==> src/hw/adp_pkg.sv <==
// Package with register map, field layouts, reset values and mode codes of the digital path configuration block.
//
// Summary of operation
// - Rate enable clear gives full rate output.
// - Shape code applies when both enables set.
// - Codes 0,4,8,C: band-pass, decimate by four.
// - Codes 2,6: low/high-pass by two; 3: mixer IQ.
// - Band index picks correction band; others unused.
// - Band index used only with 4Eh bit 7.
// - Coding select: 0 twos complement, 1 offset.
// - Coding select needs its control enable.
// - Gain field scales samples: value over 32.
// - Gain applies only with 52h bit 0.
// - Settings take effect after page reset pulse.
// - Coding enable low keeps twos complement output.
// - Shape control enable low gives default behaviour.
package adp_pkg;

    // ========================================================================
    // Register offsets.
    localparam logic [7:0] ADDR_RESET    = 8'h00;
    localparam logic [7:0] ADDR_FILTER   = 8'h41;
    localparam logic [7:0] ADDR_BAND     = 8'h42;
    localparam logic [7:0] ADDR_CODING   = 8'h43;
    localparam logic [7:0] ADDR_GAIN     = 8'h44;
    localparam logic [7:0] ADDR_FMT_CTL  = 8'h4B;
    localparam logic [7:0] ADDR_DEC_CTL  = 8'h4D;
    localparam logic [7:0] ADDR_BAND_CTL = 8'h4E;
    localparam logic [7:0] ADDR_GAIN_CTL = 8'h52;
    localparam logic [7:0] ADDR_STATUS   = 8'h60;

    // ========================================================================
    // Field positions.
    localparam int BIT_PULSE      = 0;
    localparam int BIT_SHAPE_TOP  = 5;
    localparam int BIT_RATE_EN    = 4;
    localparam int BIT_FMT_EN     = 5;
    localparam int BIT_DEC_CTL_EN = 3;
    localparam int BIT_BAND_CTL   = 7;
    localparam int BIT_GAIN_EN    = 0;

    // Write masks: reserved bits are not stored and read as zero.
    localparam logic [7:0] MASK_RESET    = 8'h01;
    localparam logic [7:0] MASK_FILTER   = 8'h37;
    localparam logic [7:0] MASK_BAND     = 8'h07;
    localparam logic [7:0] MASK_CODING   = 8'h01;
    localparam logic [7:0] MASK_GAIN     = 8'h7F;
    localparam logic [7:0] MASK_FMT_CTL  = 8'h20;
    localparam logic [7:0] MASK_DEC_CTL  = 8'h08;
    localparam logic [7:0] MASK_BAND_CTL = 8'h80;
    localparam logic [7:0] MASK_GAIN_CTL = 8'h01;

    // Reset values.
    localparam logic [7:0] RST_REG   = 8'h00;
    localparam logic [6:0] GAIN_UNITY = 7'h20;
    localparam int         GAIN_SHIFT = 5;

    // ========================================================================
    // Filter shape codes.
    localparam logic [3:0] SHAPE_BP3  = 4'h0;
    localparam logic [3:0] SHAPE_BP5  = 4'h4;
    localparam logic [3:0] SHAPE_BP1  = 4'h8;
    localparam logic [3:0] SHAPE_BP7  = 4'hC;
    localparam logic [3:0] SHAPE_LP   = 4'h2;
    localparam logic [3:0] SHAPE_HP   = 4'h6;
    localparam logic [3:0] SHAPE_LPIQ = 4'h3;

    localparam logic [2:0] BAND_FIRST  = 3'h0;
    localparam logic [2:0] BAND_SECOND = 3'h1;
    localparam logic [2:0] BAND_THIRD  = 3'h2;

    typedef enum logic [2:0] {
        ADP_FILT_FULL, ADP_FILT_BP3, ADP_FILT_BP5, ADP_FILT_BP1,
        ADP_FILT_BP7, ADP_FILT_LP, ADP_FILT_HP, ADP_FILT_LPIQ
    } adp_filter_t;

    localparam logic [2:0] DECIM_ONE  = 3'h1;
    localparam logic [2:0] DECIM_TWO  = 3'h2;
    localparam logic [2:0] DECIM_FOUR = 3'h4;

    localparam int SAMPLE_W = 14;

endpackage

==> src/hw/adp_buf2.sv <==
// Two-entry valid/ready buffer for output samples.
`timescale 1ns/10ps
module adp_buf2 #(
    parameter int WIDTH = 14
) (
    input  wire logic             clock_in,
    input  wire logic             rst_in,
    input  wire logic             in_valid_in,
    output logic                  in_ready_out,
    input  wire logic [WIDTH-1:0] in_data_in,
    output logic                  out_valid_out,
    input  wire logic             out_ready_in,
    output logic      [WIDTH-1:0] out_data_out
);
    logic [WIDTH-1:0] mem_q [2];
    logic             wr_q;
    logic             rd_q;
    logic [1:0]       cnt_q;
    logic             push;
    logic             pop;

    // ========================================================================
    // Handshake terms; full and empty come straight from the count.
    assign in_ready_out  = (cnt_q != 2'h2);
    assign out_valid_out = (cnt_q != 2'h0);
    assign push          = in_valid_in && in_ready_out;
    assign pop           = out_valid_out && out_ready_in;
    assign out_data_out  = mem_q[rd_q];

    // Storage is written only on push, so no reset is needed on the data.
    always_ff @(posedge clock_in) begin
        if (push) begin
            mem_q[wr_q] <= in_data_in;
        end
    end

    // Pointers and count.
    always_ff @(posedge clock_in or posedge rst_in) begin
        if (rst_in) begin
            wr_q  <= 1'b0;
            rd_q  <= 1'b0;
            cnt_q <= 2'h0;
        end else begin
            if (push) begin
                wr_q <= ~wr_q;
            end
            if (pop) begin
                rd_q <= ~rd_q;
            end
            cnt_q <= cnt_q + {1'b0, push} - {1'b0, pop};
        end
    end
endmodule // adp_buf2

==> src/hw/adp_digital_path.sv <==
// Digital path configuration registers with the sample path they steer.
//
// Design decision made here: strobed register access.
`timescale 1ns/10ps
module adp_digital_path (
    input  wire logic                         clock_in,
    input  wire logic                         rst_in,
    input  wire logic [7:0]                   addr_in,
    input  wire logic [7:0]                   wdata_in,
    input  wire logic                         wr_in,
    input  wire logic                         rd_in,
    output logic      [7:0]                   rdata_out,
    input  wire logic                         smp_valid_in,
    output logic                              smp_ready_out,
    input  wire logic [adp_pkg::SAMPLE_W-1:0] smp_data_in,
    output logic                              out_valid_out,
    input  wire logic                         out_ready_in,
    output logic      [adp_pkg::SAMPLE_W-1:0] out_data_out,
    output logic      [2:0]                   filter_sel_out,
    output logic      [2:0]                   decim_out,
    output logic      [2:0]                   band_out,
    output logic                              band_valid_out,
    output logic                              offset_bin_out
);
    // ========================================================================
    // Shadow registers written by software.
    logic [7:0] pulse_q;
    logic [7:0] filter_q;
    logic [7:0] band_q;
    logic [7:0] coding_q;
    logic [7:0] gain_q;
    logic [7:0] fmt_ctl_q;
    logic [7:0] dec_ctl_q;
    logic [7:0] band_ctl_q;
    logic [7:0] gain_ctl_q;

    // Active copies that the sample path uses.
    logic [7:0] a_filter_q;
    logic [7:0] a_band_q;
    logic [7:0] a_coding_q;
    logic [7:0] a_gain_q;
    logic       a_fmt_en_q;
    logic       a_dec_en_q;
    logic       a_band_en_q;
    logic       a_gain_en_q;
    logic       apply;

    logic                         wr_filter;
    adp_pkg::adp_filter_t         filt_d;
    logic [2:0]                   decim_d;
    logic [3:0]                   shape;
    logic [2:0]                   keep_cnt_q;
    logic                         keep;
    logic [adp_pkg::SAMPLE_W-1:0] fmt_smp;
    logic [adp_pkg::SAMPLE_W+6:0] prod;
    logic [adp_pkg::SAMPLE_W-1:0] scaled;
    logic                         buf_ready;
    logic                         stage_valid_q;
    logic [adp_pkg::SAMPLE_W-1:0] stage_q;

    // Exact address compare, reused for every register.
    function automatic logic hit(input logic [7:0] a, input logic [7:0] offs);
        hit = (a == offs);
    endfunction

    assign wr_filter = wr_in && hit(addr_in, adp_pkg::ADDR_FILTER);

    // ========================================================================
    // Register writes; reserved bits are dropped so they read back as zero.
    always_ff @(posedge clock_in or posedge rst_in) begin
        if (rst_in) begin
            pulse_q    <= adp_pkg::RST_REG;
            filter_q   <= adp_pkg::RST_REG;
            band_q     <= adp_pkg::RST_REG;
            coding_q   <= adp_pkg::RST_REG;
            gain_q     <= {1'b0, adp_pkg::GAIN_UNITY};
            fmt_ctl_q  <= adp_pkg::RST_REG;
            dec_ctl_q  <= adp_pkg::RST_REG;
            band_ctl_q <= adp_pkg::RST_REG;
            gain_ctl_q <= adp_pkg::RST_REG;
        end else if (wr_in) begin
            if (hit(addr_in, adp_pkg::ADDR_RESET)) pulse_q <= wdata_in & adp_pkg::MASK_RESET;
            if (wr_filter) filter_q <= wdata_in & adp_pkg::MASK_FILTER;
            if (hit(addr_in, adp_pkg::ADDR_BAND)) band_q <= wdata_in & adp_pkg::MASK_BAND;
            if (hit(addr_in, adp_pkg::ADDR_CODING)) coding_q <= wdata_in & adp_pkg::MASK_CODING;
            if (hit(addr_in, adp_pkg::ADDR_GAIN)) gain_q <= wdata_in & adp_pkg::MASK_GAIN;
            if (hit(addr_in, adp_pkg::ADDR_FMT_CTL)) fmt_ctl_q <= wdata_in & adp_pkg::MASK_FMT_CTL;
            if (hit(addr_in, adp_pkg::ADDR_DEC_CTL)) dec_ctl_q <= wdata_in & adp_pkg::MASK_DEC_CTL;
            if (hit(addr_in, adp_pkg::ADDR_BAND_CTL)) band_ctl_q <= wdata_in & adp_pkg::MASK_BAND_CTL;
            if (hit(addr_in, adp_pkg::ADDR_GAIN_CTL)) gain_ctl_q <= wdata_in & adp_pkg::MASK_GAIN_CTL;
        end
    end

    // The falling edge of the page reset bit, written 1 then 0, commits settings.
    assign apply = wr_in && hit(addr_in, adp_pkg::ADDR_RESET) && pulse_q[adp_pkg::BIT_PULSE]
                   && !wdata_in[adp_pkg::BIT_PULSE];

    // ========================================================================
    // Active copies change only on the commit, so half-written setups never reach the path.
    always_ff @(posedge clock_in or posedge rst_in) begin
        if (rst_in) begin
            a_filter_q  <= adp_pkg::RST_REG;
            a_band_q    <= adp_pkg::RST_REG;
            a_coding_q  <= adp_pkg::RST_REG;
            a_gain_q    <= {1'b0, adp_pkg::GAIN_UNITY};
            a_fmt_en_q  <= 1'b0;
            a_dec_en_q  <= 1'b0;
            a_band_en_q <= 1'b0;
            a_gain_en_q <= 1'b0;
        end else if (apply) begin
            a_filter_q  <= filter_q;
            a_band_q    <= band_q;
            a_coding_q  <= coding_q;
            a_gain_q    <= gain_q;
            a_fmt_en_q  <= fmt_ctl_q[adp_pkg::BIT_FMT_EN];
            a_dec_en_q  <= dec_ctl_q[adp_pkg::BIT_DEC_CTL_EN];
            a_band_en_q <= band_ctl_q[adp_pkg::BIT_BAND_CTL];
            a_gain_en_q <= gain_ctl_q[adp_pkg::BIT_GAIN_EN];
        end
    end

    // ========================================================================
    // Filter selection from the committed shape code.
    assign shape = {a_filter_q[adp_pkg::BIT_SHAPE_TOP], a_filter_q[2:0]};

    always_comb begin
        filt_d  = adp_pkg::ADP_FILT_FULL;
        decim_d = adp_pkg::DECIM_ONE;
        if (a_filter_q[adp_pkg::BIT_RATE_EN]) begin
            // Without shape control the default mode is the first band-pass.
            filt_d  = adp_pkg::ADP_FILT_BP3;
            decim_d = adp_pkg::DECIM_FOUR;
            if (a_dec_en_q) begin
                case (shape)
                    adp_pkg::SHAPE_BP3: filt_d = adp_pkg::ADP_FILT_BP3;
                    adp_pkg::SHAPE_BP5: filt_d = adp_pkg::ADP_FILT_BP5;
                    adp_pkg::SHAPE_BP1: filt_d = adp_pkg::ADP_FILT_BP1;
                    adp_pkg::SHAPE_BP7: filt_d = adp_pkg::ADP_FILT_BP7;
                    adp_pkg::SHAPE_LP: begin
                        filt_d  = adp_pkg::ADP_FILT_LP;
                        decim_d = adp_pkg::DECIM_TWO;
                    end
                    adp_pkg::SHAPE_HP: begin
                        filt_d  = adp_pkg::ADP_FILT_HP;
                        decim_d = adp_pkg::DECIM_TWO;
                    end
                    adp_pkg::SHAPE_LPIQ: filt_d = adp_pkg::ADP_FILT_LPIQ;
                    // Unlisted codes fall back to the default band-pass.
                    default: filt_d = adp_pkg::ADP_FILT_BP3;
                endcase
            end
        end
    end

    // ========================================================================
    // Configuration outputs come from flip-flops.
    always_ff @(posedge clock_in or posedge rst_in) begin
        if (rst_in) begin
            filter_sel_out <= 3'h0;
            decim_out      <= adp_pkg::DECIM_ONE;
            band_out       <= adp_pkg::BAND_FIRST;
            band_valid_out <= 1'b0;
            offset_bin_out <= 1'b0;
        end else begin
            filter_sel_out <= filt_d;
            decim_out      <= decim_d;
            // Only the three listed band codes are honoured.
            band_out       <= a_band_q[2:0];
            band_valid_out <= a_band_en_q && (a_band_q[2:0] == adp_pkg::BAND_FIRST ||
                              a_band_q[2:0] == adp_pkg::BAND_SECOND ||
                              a_band_q[2:0] == adp_pkg::BAND_THIRD);
            offset_bin_out <= a_fmt_en_q && a_coding_q[0];
        end
    end

    // ========================================================================
    // Decimation keeps one sample in decim_out; no arithmetic filter is modelled.
    assign keep = (keep_cnt_q == 3'h0);

    always_ff @(posedge clock_in or posedge rst_in) begin
        if (rst_in) begin
            keep_cnt_q <= 3'h0;
        end else if (smp_valid_in && smp_ready_out) begin
            keep_cnt_q <= (keep_cnt_q + 3'h1 >= decim_out) ? 3'h0 : keep_cnt_q + 3'h1;
        end
    end

    // Gain is value over 32; the product is saturated to the sample range.
    // Both operands are widened to the product width first, so no bits are dropped or padded silently.
    assign prod = $signed({{7{smp_data_in[adp_pkg::SAMPLE_W-1]}}, smp_data_in})
                  * $signed({14'h0000, a_gain_q[6:0]});

    always_comb begin
        scaled = smp_data_in;
        if (a_gain_en_q) begin
            if ($signed(prod) > $signed({{7{1'b0}}, 1'b0, {(adp_pkg::SAMPLE_W-1){1'b1}}} <<< adp_pkg::GAIN_SHIFT))
                scaled = {1'b0, {(adp_pkg::SAMPLE_W-1){1'b1}}};
            else if ($signed(prod) < -$signed({{7{1'b0}}, 1'b1, {(adp_pkg::SAMPLE_W-1){1'b0}}} <<< adp_pkg::GAIN_SHIFT))
                scaled = {1'b1, {(adp_pkg::SAMPLE_W-1){1'b0}}};
            else
                scaled = prod[adp_pkg::GAIN_SHIFT +: adp_pkg::SAMPLE_W];
        end
    end

    // Offset binary is twos complement with the sign bit flipped.
    assign fmt_smp = {scaled[adp_pkg::SAMPLE_W-1] ^ offset_bin_out, scaled[adp_pkg::SAMPLE_W-2:0]};

    // A register stage; it stalls when the buffer is full so no word is lost.
    assign smp_ready_out = !stage_valid_q || buf_ready;

    always_ff @(posedge clock_in or posedge rst_in) begin
        if (rst_in) begin
            stage_valid_q <= 1'b0;
            stage_q       <= '0;
        end else if (smp_ready_out) begin
            stage_valid_q <= smp_valid_in && keep;
            stage_q       <= fmt_smp;
        end
    end

    adp_buf2 #(.WIDTH(adp_pkg::SAMPLE_W)) u_buf (
        .clock_in      (clock_in),
        .rst_in        (rst_in),
        .in_valid_in   (stage_valid_q),
        .in_ready_out  (buf_ready),
        .in_data_in    (stage_q),
        .out_valid_out (out_valid_out),
        .out_ready_in  (out_ready_in),
        .out_data_out  (out_data_out)
    );

    // ========================================================================
    // Read port; unmapped addresses read zero, data stand one cycle after the strobe.
    always_ff @(posedge clock_in or posedge rst_in) begin
        if (rst_in) begin
            rdata_out <= 8'h00;
        end else if (rd_in) begin
            case (addr_in)
                adp_pkg::ADDR_RESET:    rdata_out <= pulse_q;
                adp_pkg::ADDR_FILTER:   rdata_out <= filter_q;
                adp_pkg::ADDR_BAND:     rdata_out <= band_q;
                adp_pkg::ADDR_CODING:   rdata_out <= coding_q;
                adp_pkg::ADDR_GAIN:     rdata_out <= gain_q;
                adp_pkg::ADDR_FMT_CTL:  rdata_out <= fmt_ctl_q;
                adp_pkg::ADDR_DEC_CTL:  rdata_out <= dec_ctl_q;
                adp_pkg::ADDR_BAND_CTL: rdata_out <= band_ctl_q;
                adp_pkg::ADDR_GAIN_CTL: rdata_out <= gain_ctl_q;
                adp_pkg::ADDR_STATUS:   rdata_out <= {offset_bin_out, band_valid_out, decim_out[2:1], 1'b0, filter_sel_out};
                default:                rdata_out <= 8'h00;
            endcase
        end else begin
            rdata_out <= 8'h00;
        end
    end
endmodule // adp_digital_path

==> config.mk <==
export PLATFORM = sky130hd
export DESIGN_NAME = adp_digital_path
export DESIGN_NICKNAME = d
export VERILOG_FILES = /design/src/hw/adp_pkg.sv /design/src/hw/adp_buf2.sv /design/src/hw/adp_digital_path.sv
export SDC_FILE = /design/constraint.sdc
export NUM_CORES = 1
export LEC_CHECK = 0
export ABC_AREA = 1
export BUFFER_PORTS_ARGS = -buffer_cell sky130_fd_sc_hd__buf_2
export CAP_MARGIN = 30
export CELL_PAD_IN_SITES_DETAIL_PLACEMENT = 1
export CELL_PAD_IN_SITES_GLOBAL_PLACEMENT = 1
export CORE_MARGIN = 4
export CORE_UTILIZATION = 33
export DETAILED_ROUTE_END_ITERATION = 10
export PLACE_DENSITY = 0.76
export SETUP_SLACK_MARGIN = 0.15
export SLEW_MARGIN = 30
export SYNTH_ARGS = -nofsm -noshare
export SYNTH_HDL_FRONTEND = slang
export SYNTH_SLANG_ARGS = --single-unit
==> constraint.sdc <==
create_clock -name clock_in -period 5 [get_ports clock_in]
set_input_delay 0.75 -clock clock_in [delete_from_list [all_inputs] [get_ports clock_in]]
set_output_delay 0.75 -clock clock_in [all_outputs]
set_load 0.02 [all_outputs]
After elaboration in Yosys (flattened, before gate mapping)
Memories as Yosys holds them, arrays and structs flattened. Cells that the tools add are included.

Add/subtract/negate cells: 3. Multipliers: 1. Magnitude comparators: 3. Equality and inequality tests: 18. Multiplexer cells: 14. Bitwise logic cells: 3. Reduce and logical (&&, ||, !) cells: 29.

Operator list (number): $pmux 8 s10 (1); $eq 8x7->1 const B (9); $mux 14 (3); $gt 21x19->1 const B (1); $lt 21x19->1 const B (1); $mul 14x8->21 (1); $mux 3 (6); $pmux 3 s6 (1); $reduce_and 2->1 (9); $logic_and 1x1->1 (10); $eq 4x2->1 const B (2); $eq 4x3->1 const B (2); $eq 4x4->1 const B (2); $logic_not 8->1 (1); $mux 8 (1); $logic_not 3->1 (2); $add 3x1->3 const B (1); $eq 3x1->1 const B (1); $eq 3x2->1 const B (1); $ge 3x3->1 (1); $logic_or 1x1->1 (3); $add 2x1->2 (1); $logic_not 1->1 (2); $mux 1 (2); 6 further kinds (7).

Flip-flop bits (word level): 82. Memory bits (writable): 28. Logic and storage cells: 101. Memories kept: 1.

Memory list: u_buf.mem_q (words 2, width 14, read ports 1, clocked after Yosys merged registers in 0, write ports 1, line adp_buf2.sv:15) `logic [WIDTH-1:0] mem_q [2];`.

Longest topological paths before layout
Gate-level depths: netlist of the first run.

Depth in word-level cells: 6. Depth in mapped cells: 31. Mapped depth without buffers: 29.

Modules after synthesis
A second synthesis of the first run with hierarchy kept.

Cell total of the unflattened synthesis: 1207. Area total of the unflattened synthesis: 9203.8 sq um.

Modules (own cells, without submodules): adp_digital_path (instances 1, cells each 1101, area each 7915.1 sq um, sequential area each 1955.6 sq um); adp_buf2 (instances 1, cells each 106, area each 1288.7 sq um, sequential area each 940.9 sq um).

Least setup slack after synthesis of the first run
OpenSTA, ideal clock, no wires.

Path type: input to register. Start point: input smp_data_in[13] (netlist bit). End point: register stage_q[0] (netlist bit). Arrival: 4.908 ns. Required time: 4.884 ns. Setup slack: -0.024 ns. Cell stages on the path: 27. Path buffers: 2. Cells stage by stage: clkbuf_1 > nand2_1 > inv_1 > fa_1 > fa_1 > inv_1 > fa_1 > fa_1 > inv_1 > ha_1 > nand2_1 > inv_1 > nand2_1 > nand2_1 > a21oi_1 > nand2_1 > nand2_1 > nand2_1 > nor2_2 > nand2_1 > nor2_1 > nand2_1 > nand3_2 > buf_6 > nand2_1 > nand2_1 > nand2_1.

Cells in the longest elaborated chain, start to end: 5. Elaborated cells on any way between the ends: 6.

Ends and longest elaborated chain: start: declaration (line adp_digital_path.sv:15) `input wire logic [adp_pkg::SAMPLE_W-1:0] smp_data_in,`; $mul 14x8->21 (*) (line adp_digital_path.sv:191) `* $signed({14'h0000, a_gain_q[6:0]});`; $lt 21x19->1 (line adp_digital_path.sv:198) `else if ($signed(prod) < -$signed({{7{1'b0}}, 1'b1, {(adp_pkg::SAMPLE_W-1){1'b0}}} <<< adp_pkg::GAIN_SHIFT))`; $mux 14 (line adp_digital_path.sv:198); $mux 14 (*) (line adp_digital_path.sv:196) `if ($signed(prod) > $signed({{7{1'b0}}, 1'b0, {(adp_pkg::SAMPLE_W-1){1'b1}}} <<< adp_pkg::GAIN_SHIFT))`; $mux 14 (*) (line adp_digital_path.sv:195) `if (a_gain_en_q) begin`; end signal: assignment (line adp_digital_path.sv:217) `stage_q <= fmt_smp;`; end: declaration (line adp_digital_path.sv:59) `logic [adp_pkg::SAMPLE_W-1:0] stage_q;`.

Mark *: on every way between the ends. The rest lies on a longest branch, timed or not. A chain may end at the register's enable or synchronous reset.

Final worst setup path of the first run
Start point: input smp_data_in[4] (netlist bit). End point: register stage_q[4] (netlist bit).

Cells in the longest elaborated chain, start to end: 5. Elaborated cells on any way between the ends: 6.

Ends and longest elaborated chain (line): $mul 14x8->21 (adp_digital_path.sv:191); $lt 21x19->1 (adp_digital_path.sv:198); $mux 14 (adp_digital_path.sv:198); $mux 14 (adp_digital_path.sv:196); $mux 14 (*) (adp_digital_path.sv:195).

Marks and branches as above.

==> results by group, run 1 <==
Run status
  • Outcome: finished clean

Timing
  • Final setup violation count: 0
  • Rel. slew slack: 0.4503
  • Period utilization: 0.9571
  • Worst Clk Skew: 11.68 ps
  • Post-route setup slack: 214.6 ps
  • Final-report max-slew violation count: 0
  • TNS Setup: 0 ps
  • Fmax: 0.2090 GHz
  • RSZ-0062 raised after global routing: true
  • Worst Hold Margin: 371.0 ps
  • Count of final hold-check violations: 0
  • Worst-Margin Slew: 821.6 ps
  • Period minus WS final: 4785 ps

Cells and area
  • Area growth syn-to-layout: 25.42%
  • Fill cells: 3,377
  • Area of the multi-input gates: 5557 um2
  • Antenna diodes: 0
  • Non-Filler Instances: 1,719
  • Reg area: 2905 um2
  • Final net count: 1,501
  • Share of cells above drive strength 1: 0.2524

Detailed routing
  • Iteration-0 DRC Markers: 356
  • Via count: 7,863
  • Final WL: 26,160 um
  • DR vias/cell: 4.574
  • Wire per inst: 15.22 um
  • 1st-pass router iterations: 4
  • Final ANT Viol Nets: 0
  • DRC: 0

Worst setup path
  • Max FO, Critical Path: 7
  • R2R Path End: stage_q[4]$_DFFE_PP0N_
  • Startpoint Class: primary input
  • R2r setup slk: 220 ps
  • Worst setup EP type: flip-flop
  • Worst path slowest cell: fa_1
  • Critical path arrival: 5030 ps
  • Crit path kind: primary input to flip-flop
  • R2R Path Start: a_gain_q[4]$_DFFE_PP0P_
  • CP Data Required Time: 5240 ps
  • Reg2Reg Depth: 26
  • Top Family by Delay on Critical Path: adder cells
  • Largest stage delay, worst path: 530 ps
  • WP buf/inv: 4
  • Most frequent CP cell: nand2_1

Global routing
  • Largest net degree at the start of global routing: 58
  • Initial antenna violation count: 2
  • GR Overflow Total: 0
  • Total global routing track utilization: 0.1670
  • First-pass GRT wire length: 41,790 um
  • Vias in the first global route: 8,376

Yosys
  • Number of synthesized flops with an enable pin: 28
  • Synth warn: 0
  • Mapped Cells: 1,211
  • Net Count, Synth: 1,370
  • Seq/Total Area, Yosys: 0.3158
  • Yosys top cell area share: 0.2156
  • Post-synth top cells: 370 x nand2_1, 328 x inv_1, 79 x dfrtp_1
  • Count leader, synth: nand2_1
  • Share of flip-flops with an asynchronous set or reset: 0.7455
  • Post-synthesis register bit count: 110
  • Yosys cell types: 42
  • Post-synth design cell area: 9171 um2
  • Ranking of synthesized cells by area: dfrtp_1 22%, fa_1 16%, nand2_1 15%, inv_1 13%, edfxtp_1 9.2%
  • Top FF cell, synth: dfrtp_1
  • Syn avg cell area: 7.573 um2
  • Dominant cell type by area after synthesis: dfrtp_1

Worst hold path
  • Worst Hold Class: primary input to asynchronous set/reset pin

Clocking
  • Clk_lat worst skew: 360 ps
  • CTS buffer count: 9
  • CTS H-tree depth: 3
  • Clock Tree Root: clkbuf_16
  • Clock slew at reported path FFs: 80 ps
  • Clk buf depth: 2
  • CTS tree: built
  • Clock sink count: 110

Placed design
  • Gpl congestion: 0.8565
  • Hpwl dp: 20,370 um
  • Pre-CTS WS: -390.0 ps
  • Placed Cells: 1,685
  • I/O Buffers: 70

Floorplan
  • Die Y: 174.7 um
  • Die width: 174.7 um
  • Total core area: 27,180 um2
  • # IOs: 71
  • Initial Utilization: 0.3375
  • Rows: 60
  • Total die area: 30,520 um2

Pwr
  • Cell Pwr Density: 272.4 nW/um2
  • Pleak: 6.737 nW
  • Max IR drop VDD: 162.7 uV
  • Total power: 3.133 mW

Job
  • Max_cap viols: 0
layer usage:
metal / share of wire / GRT usage
met5: 0.00050 / 0
met1: 0.44 / 0.2294
met3: 0.045 / 0.02315
met4: 0.018 / 0.03502
met2: 0.49 / 0.2834
registers in the layout, summed over array words and instances (netlist names), 5 cells and up:
name,count
u_buf.mem_q,28
stage_q,14
rdata_out,8
a_gain_q,7
gain_q,7
a_filter_q,5
filter_q,5
cell families after synthesis:
| logic type | after synthesis | share of synthesized area |
|---|---|---|
| simple gates | 503 | 0.2237 |
| buf+inv | 360 | 0.1512 |
| fa+ha+maj | 123 | 0.2284 |
| flops | 110 | 0.3158 |
| compound gates | 89 | 0.05362 |
| mux | 15 | 0.01678 |
| xor+xnor | 11 | 0.01050 |
placed cells by master (no fill, tap or decap), types with 26 or more instances in the layout:
| master | Yosys | final |
|---|---|---|
| dfrtp_1 | 79 | 75 |
| buf_4 | 0 | 72 |
| ha_1 | 49 | 34 |
| edfxtp_1 | 28 | 28 |
| a21oi_1 | 36 | 26 |
| nor2_1 | 61 | 43 |
| fa_1 | 74 | 66 |
| buf_2 | 1 | 68 |
| nand2_2 | 9 | 56 |
| nand2_1 | 370 | 305 |
| inv_1 | 328 | 308 |
| o21ai_0 | 38 | 37 |
through the flow:
| step | instance area (um2) | utilization |
|---|---|---|
| global placement | 10370 | 0.3815 |
| finish | 11500 | 0.4233 |
| CTS | 10880 | 0.4002 |
| detailed placement | 10370 | 0.3817 |
| global route | 11500 | 0.4233 |
| floorplan | 9226 | - |
worst register-to-register path: stages (launching register included):
cell and delay (ps):
dfrtp_2 450, buf_12 140, nand2_1 80, fa_1 450
fa_1 500, inv_1 60, fa_1 530, inv_1 50
fa_1 530, inv_1 70, ha_4 250, nand2_1 100
nand2_2 100, a21oi_2 200, nand2_2 120, nand2_2 110
nand2_1 50, nand2_1 70, nand2_2 70, nor2_4 100
nand2_2 60, nor2_2 110, nand2_2 110, nand3_4 140
nand2_1 70, nand2_1 80, nand2_1 60
worst max-delay path by stage:
stage | depth (start not counted) | slack, ps | startpoint | to
2_1_floorplan | 27 | 150 | smp_data_in[3] | stage_q[0]$_DFFE_PP0N_
5_1_grt | 26 | 20 | a_gain_q[4]$_DFFE_PP0P_ | stage_q[4]$_DFFE_PP0N_
6_report | 26 | 210 | smp_data_in[4] | stage_q[4]$_DFFE_PP0N_
4_1_cts | 25 | 160 | a_gain_q[3]$_DFFE_PP0P_ | stage_q[4]$_DFFE_PP0N_
3_5_place_dp | 24 | -390 | smp_data_in[6] | stage_q[6]$_DFFE_PP0N_
3_3_place_gp | 24 | -300 | smp_data_in[7] | stage_q[10]$_DFFE_PP0N_
timing repair:
item                                    CTS  global route
gates cloned                              1             0
hold buffers                              0             0
endpoints found under the setup margin   14            14
pin swaps                                 4           103
gates resized for setup                  23           166
buffers inserted                          8             9
cell type report:
type                       instances  area share
timing repair buffer             151     0.08931
clock buffer                       9     0.01958
multi-input combinational        742      0.4831
tap                              372     0.04047
clock inverter                     7    0.007832
sequential                       110      0.2526
inverter                         328      0.1071
power by group:
part,total (mW),switching (mW),internal (mW),leakage (nW)
logic,1.14,0.714,0.429,5.28
clock network,0.752,0.352,0.400,0.154
registers,1.24,0.112,1.13,1.31
No activity file was read; power rests on OpenSTA's default activity.
==> run 2: changes to the inputs <==
--- a/config.mk
+++ b/config.mk
@@ -13,7 +13,7 @@
 export CORE_MARGIN = 4
 export CORE_UTILIZATION = 33
 export DETAILED_ROUTE_END_ITERATION = 10
-export PLACE_DENSITY = 0.76
+export PLACE_DENSITY = 0.74
 export SETUP_SLACK_MARGIN = 0.15
 export SLEW_MARGIN = 30
 export SYNTH_ARGS = -nofsm -noshare
==> constraint.sdc (replaced) <==
create_clock -name clock_in -period 5.6 [get_ports clock_in]
set_input_delay 0.84 -clock clock_in [delete_from_list [all_inputs] [get_ports clock_in]]
set_output_delay 0.84 -clock clock_in [all_outputs]
set_load 0.02 [all_outputs]
==> results by group, run 2 (same netlist as run 1, synthesis figures left out) <==
Clocking
  • Clock sink count: 110
  • Clk_lat worst skew: 360 ps
  • CTS H-tree depth: 3
  • CTS tree: built
  • Clock Tree Root: clkbuf_16
  • CTS buffer count: 9
  • Clock slew at reported path FFs: 80 ps
  • Hold-fix buffers, CTS: 0
  • Clk buf depth: 2

Pwr
  • Net Sw Power: 0.9694 mW
  • Max IR drop VDD: 124.3 uV
  • Net Sw Frac: 0.3767
  • Pleak: 6.243 nW
  • Total power: 2.573 mW
  • Sequential fraction of design power: 0.429
  • Combinational Power Share: 0.319
  • Clock power frac: 0.252
  • Cell-internal power: 1.604 mW
  • Cell Pwr Density: 250.4 nW/um2

Worst setup path
  • Worst setup EP type: flip-flop
  • R2R Path Start: a_gain_q[4]$_DFFE_PP0P_
  • R2R Path End: stage_q[1]$_DFFE_PP0N_
  • Crit path kind: primary input to flip-flop
  • Critical path arrival: 5410 ps
  • Max FO, Critical Path: 13
  • CP Data Required Time: 5850 ps
  • WP buf/inv: 4
  • CP Cell Sequence: buf_2 > nand2_1 > fa_1 > inv_1 > fa_1 > fa_1 > inv_1 > fa_1 > inv_1 > ha_1 > nand2_1 > nor2_1 > nand3_1 > nand3_2 > nand3_2 > nand2_1 > nand2_1 > nand2_2 > nand2_2 > a21oi_1 > nand2_2 > nand2_1 > nand2_1
  • Most frequent CP cell: nand2_1
  • Startpoint Class: primary input
  • Largest stage delay, worst path: 570 ps
  • Top Family by Delay on Critical Path: adder cells
  • R2r setup slk: 510 ps
  • Reg2Reg Depth: 22
  • Worst path slowest cell: fa_1

Global routing
  • First-pass GRT wire length: 40,820 um
  • Initial antenna violation count: 0
  • GR Overflow Total: 0
  • Vias in the first global route: 7,977
  • Total global routing track utilization: 0.1638
  • Largest net degree at the start of global routing: 83

Timing
  • Final-report max-slew violation count: 0
  • Rel. slew slack: 0.4096
  • RSZ-0062 raised after global routing: false
  • Period minus WS final: 5159 ps
  • Count of final hold-check violations: 0
  • TNS Setup: 0 ps
  • Worst-Margin Slew: 882.3 ps
  • Worst Clk Skew: 9.801 ps
  • Worst Hold Margin: 417.5 ps
  • Post-route setup slack: 440.9 ps
  • Fmax: 0.1938 GHz
  • Final setup violation count: 0
  • Period utilization: 0.9213

Placed design
  • Hpwl dp: 20,470 um
  • Gpl congestion: 0.8704
  • Placed cell area: 9947 um2
  • I/O Buffers: 70
  • Pre-CTS WS: -0.5205 ps
  • Placed Cells: 1,635

Cells and area
  • Final net count: 1,433
  • Antenna diodes: 0
  • Largest regs: u_buf.mem_q: 28 flops, stage_q: 14 flops, rdata_out: 8 flops
  • Share of cells above drive strength 1: 0.1063
  • Most common cell after layout, fill and taps aside: nand2_1
  • Area growth syn-to-layout: 12.05%
  • Fin util: 0.3781
  • Largest Register: u_buf.mem_q
  • Fill cells: 3,431
  • Most frequent cells in the layout: 370 x nand2_1, 327 x inv_1, 76 x dfrtp_1
  • Fin area: 10,280 um2
  • Non-Filler Instances: 1,651
  • Number of flip-flops in the largest register: 28

Floorplan
  • Total die area: 30,520 um2
  • Die width: 174.7 um
  • Die Y: 174.7 um
  • # IOs: 71
  • Total core area: 27,180 um2
  • Rows: 60
  • Initial Utilization: 0.3375

Detailed routing
  • Final ANT Viol Nets: 0
  • DR vias/cell: 4.597
  • Via count: 7,590
  • Wire per inst: 14.81 um
  • 1st-pass router iterations: 6
  • Final WL: 24,450 um
  • Iteration-0 DRC Markers: 430
  • DRC: 0

Worst hold path
  • Hold Path Depth: 0
  • Worst Hold Class: flip-flop to flip-flop
  • Hold path start: a_band_q[0]$_DFFE_PP0P_
  • Endpoint, Worst Hold: band_out[0]$_DFF_PP0_

Job
  • Max_cap viols: 0

Run status
  • Outcome: finished clean
[run 2: cell count changes in the layout (fill, tap and decap cells not counted), sizes merged]
| cell | change |
|---|---|
| clkinvlp | +1 |
| inv | -1 |
| nand3 | -1 |
| bufinv | -1 |
| buf | -66 |
[run 2: power groups by stage]
stage	clock, mW	combinational, mW	sequential (mW)
floorplan	0	0.601	1.07
detailed placement	0	0.834	1.12
global route	0.703	0.948	1.13
finish	0.648	0.821	1.10
CTS	0.669	0.838	1.11
global placement	0	0.800	1.11
[run 2: worst max path at each step]
stage / slack (ps) / endpoint / cells after the start / startpoint
finish: 440 / stage_q[1]$_DFFE_PP0N_ / 23 / smp_data_in[6]
global route: 150 / stage_q[9]$_DFFE_PP0N_ / 26 / smp_data_in[3]
CTS: 210 / stage_q[9]$_DFFE_PP0N_ / 25 / a_gain_q[3]$_DFFE_PP0P_
detailed placement: -0.5 / stage_q[4]$_DFFE_PP0N_ / 26 / smp_data_in[13]
global placement: 130 / stage_q[0]$_DFFE_PP0N_ / 24 / smp_data_in[13]
floorplan: 490 / stage_q[0]$_DFFE_PP0N_ / 27 / smp_data_in[13]
[run 2: cell type report]
type	instances	area, um2	share of cell area
Clock inverter	6	52.55	0.005114
Multi-Input combinational cell	741	4916	0.4784
Inverter	328	1232	0.1199
Clock buffer	10	250.2	0.02435
Timing Repair Buffer	84	459.2	0.04469
Sequential cell	110	2900	0.2822
Tap cell	372	465.4	0.04529
[run 2: metal layers]
metal  track usage  vias up  wire [um]  part of all wire
li1              -     3691          -                 -
met3       0.02055       18       1249             0.051
met4       0.03110        0        268             0.011
met5             0        -          0                 0
met2        0.2724      105      11610              0.47
met1        0.2324     3776      11330              0.46
[run 2: repair_timing]
action,CTS,global route
buffers inserted,0,0
endpoints found under the setup margin,0,13
gates resized for setup,0,9
==> run 3: changes to the inputs <==
--- a/config.mk
+++ b/config.mk
@@ -11,9 +11,9 @@
 export CELL_PAD_IN_SITES_DETAIL_PLACEMENT = 1
 export CELL_PAD_IN_SITES_GLOBAL_PLACEMENT = 1
 export CORE_MARGIN = 4
-export CORE_UTILIZATION = 33
+export CORE_UTILIZATION = 38
 export DETAILED_ROUTE_END_ITERATION = 10
-export PLACE_DENSITY = 0.74
+export PLACE_DENSITY = 0.82
 export SETUP_SLACK_MARGIN = 0.15
 export SLEW_MARGIN = 30
 export SYNTH_ARGS = -nofsm -noshare
==> results by group, run 3 (same netlist as run 1, synthesis figures left out) <==
Clocking
  • Clock Tree Root: clkbuf_16
  • Clock sink count: 110
  • CTS H-tree depth: 3
  • Clk buf depth: 2
  • Clock slew at reported path FFs: 70 ps
  • CTS buffer count: 9
  • Hold-fix buffers, CTS: 0
  • Clk_lat worst skew: 360 ps
  • CTS tree: built

Pwr
  • Cell Pwr Density: 254.3 nW/um2
  • Total power: 2.589 mW
  • Max IR drop VDD: 189.0 uV
  • Pleak: 6.220 nW

Floorplan
  • Total core area: 23,610 um2
  • Initial Utilization: 0.3884
  • Rows: 56
  • Die Y: 163.4 um
  • # IOs: 71
  • Total die area: 26,680 um2
  • Die width: 163.4 um

Timing
  • Period utilization: 0.9145
  • Count of final hold-check violations: 0
  • Rel. slew slack: 0.4983
  • Worst-Margin Slew: 752.5 ps
  • Post-route setup slack: 478.7 ps
  • Final setup violation count: 0
  • Fmax: 0.1953 GHz
  • Final-report max-slew violation count: 0
  • Worst Hold Margin: 428.1 ps
  • Worst Clk Skew: 16.58 ps
  • Period minus WS final: 5121 ps
  • RSZ-0062 raised after global routing: false

Worst setup path
  • Startpoint Class: primary input
  • Largest stage delay, worst path: 620 ps
  • Most frequent CP cell: nand2_1
  • Crit path kind: primary input to flip-flop
  • Worst setup EP type: flip-flop
  • Max FO, Critical Path: 13
  • Critical path arrival: 5360 ps
  • CP Data Required Time: 5840 ps
  • Worst path slowest cell: fa_2
  • WP buf/inv: 5
  • Top Family by Delay on Critical Path: adder cells

Detailed routing
  • Wire per inst: 15.65 um
  • DRC: 0
  • Final WL: 24,920 um
  • 1st-pass router iterations: 4
  • Final ANT Viol Nets: 0
  • Via count: 7,680
  • DR vias/cell: 4.824
  • Iteration-0 DRC Markers: 370

Global routing
  • Initial antenna violation count: 0
  • GR Overflow Total: 0
  • Largest net degree at the start of global routing: 83
  • First-pass GRT wire length: 41,600 um
  • Vias in the first global route: 8,362
  • Total global routing track utilization: 0.1943

Placed design
  • I/O Buffers: 70
  • Gpl congestion: 0.8857
  • Placed cell area: 9836 um2
  • Hpwl dp: 20,610 um
  • Pre-CTS WS: -134.3 ps

Job
  • Max_cap viols: 0

Cells and area
  • Fin area: 10,180 um2
  • Largest Register: u_buf.mem_q
  • Share of cells above drive strength 1: 0.1029
  • Most frequent cells in the layout: 369 x nand2_1, 327 x inv_1, 76 x dfrtp_1
  • Most common cell after layout, fill and taps aside: nand2_1
  • Antenna diodes: 0
  • Final net count: 1,427
  • Largest regs: u_buf.mem_q: 28 flops, stage_q: 14 flops, rdata_out: 8 flops
  • Number of flip-flops in the largest register: 28
  • Area growth syn-to-layout: 11.01%

Worst hold path
  • Worst Hold Class: flip-flop to flip-flop

Run status
  • Outcome: finished clean
## run 3: changes by cell type in the layout (fill, tap and decap cells not counted), moves of 2 or more
| cell | previous run | this run |
|---|---|---|
| buf_2 | 70 | 67 |
| buf_4 | 13 | 7 |
| clkbuf_4 | 0 | 3 |
| inv_6 | 0 | 4 |
| inv_8 | 2 | 0 |
## run 3: routing by layer
layer / share of wire / GRT usage / wire, um / vias up
met5: 0 / 0 / 0 / -
li1: - / - / - / 3683
met1: 0.45 / 0.2599 / 11220 / 3824
met2: 0.49 / 0.3387 / 12310 / 154
met4: 0.0094 / 0.03431 / 234 / 0
met3: 0.046 / 0.03104 / 1146 / 19
## run 3: metrics by stage
step | setup TNS (ps) | utilization | cells
floorplan | 0 | - | 1211
global placement | 0 | 0.4162 | 1576
CTS | 0 | 0.4296 | 1592
finish | 0 | 0.4312 | 1592
global route | 0 | 0.4312 | 1592
detailed placement | -1444 | 0.4165 | 1576
## run 3: power by group
group | switching, mW | total, mW | internal [mW]
Combinational | 0.568 | 0.833 | 0.264
Sequential | 0.0952 | 1.10 | 1.01
Clock | 0.307 | 0.656 | 0.349
## run 3: path summary, 6_finish.rpt
kind,slack (ps),endpoint,cells after the start,start
worst max-delay path,480,stage_q[2]$_DFFE_PP0N_,26,smp_data_in[13]
worst min-delay path,430,band_out[2]$_DFF_PP0_,0,a_band_q[2]$_DFFE_PP0P_
worst max register to register,540,stage_q[2]$_DFFE_PP0N_,25,a_gain_q[2]$_DFFE_PP0P_
worst min register to register,430,band_out[2]$_DFF_PP0_,0,a_band_q[2]$_DFFE_PP0P_
max in group asynchronous,4320,a_gain_q[3]$_DFFE_PP0P_,3,rst_in
min in group asynchronous,720,band_out[2]$_DFF_PP0_,3,rst_in
## run 3: worst reg2reg max path: cells and delay by family, from the launching register on
kind                       cells  cell delay, ps
DFF                            1             600
and+or+nand+nor               15            1450
adders and majority gates      5            2470
buffers and inverters          4             210
AOI/OAI and AO/OA              1             220
## run 3: layout make-up
class	instances	area [um2]
Inverter	328	1232
Tap cell	319	399.1
Clock inverter	5	43.79
Timing Repair Buffer	78	421.7
Multi-Input combinational cell	741	4917
Clock buffer	11	264.0
Fill cell	2994	13430
Sequential cell	110	2903
## run 3: what timing repair did
item | 4_1_cts | 5_1_grt
gates resized for setup | 1 | 12
setup buffers | 0 | 0
endpoints found under the setup margin | 13 | 14
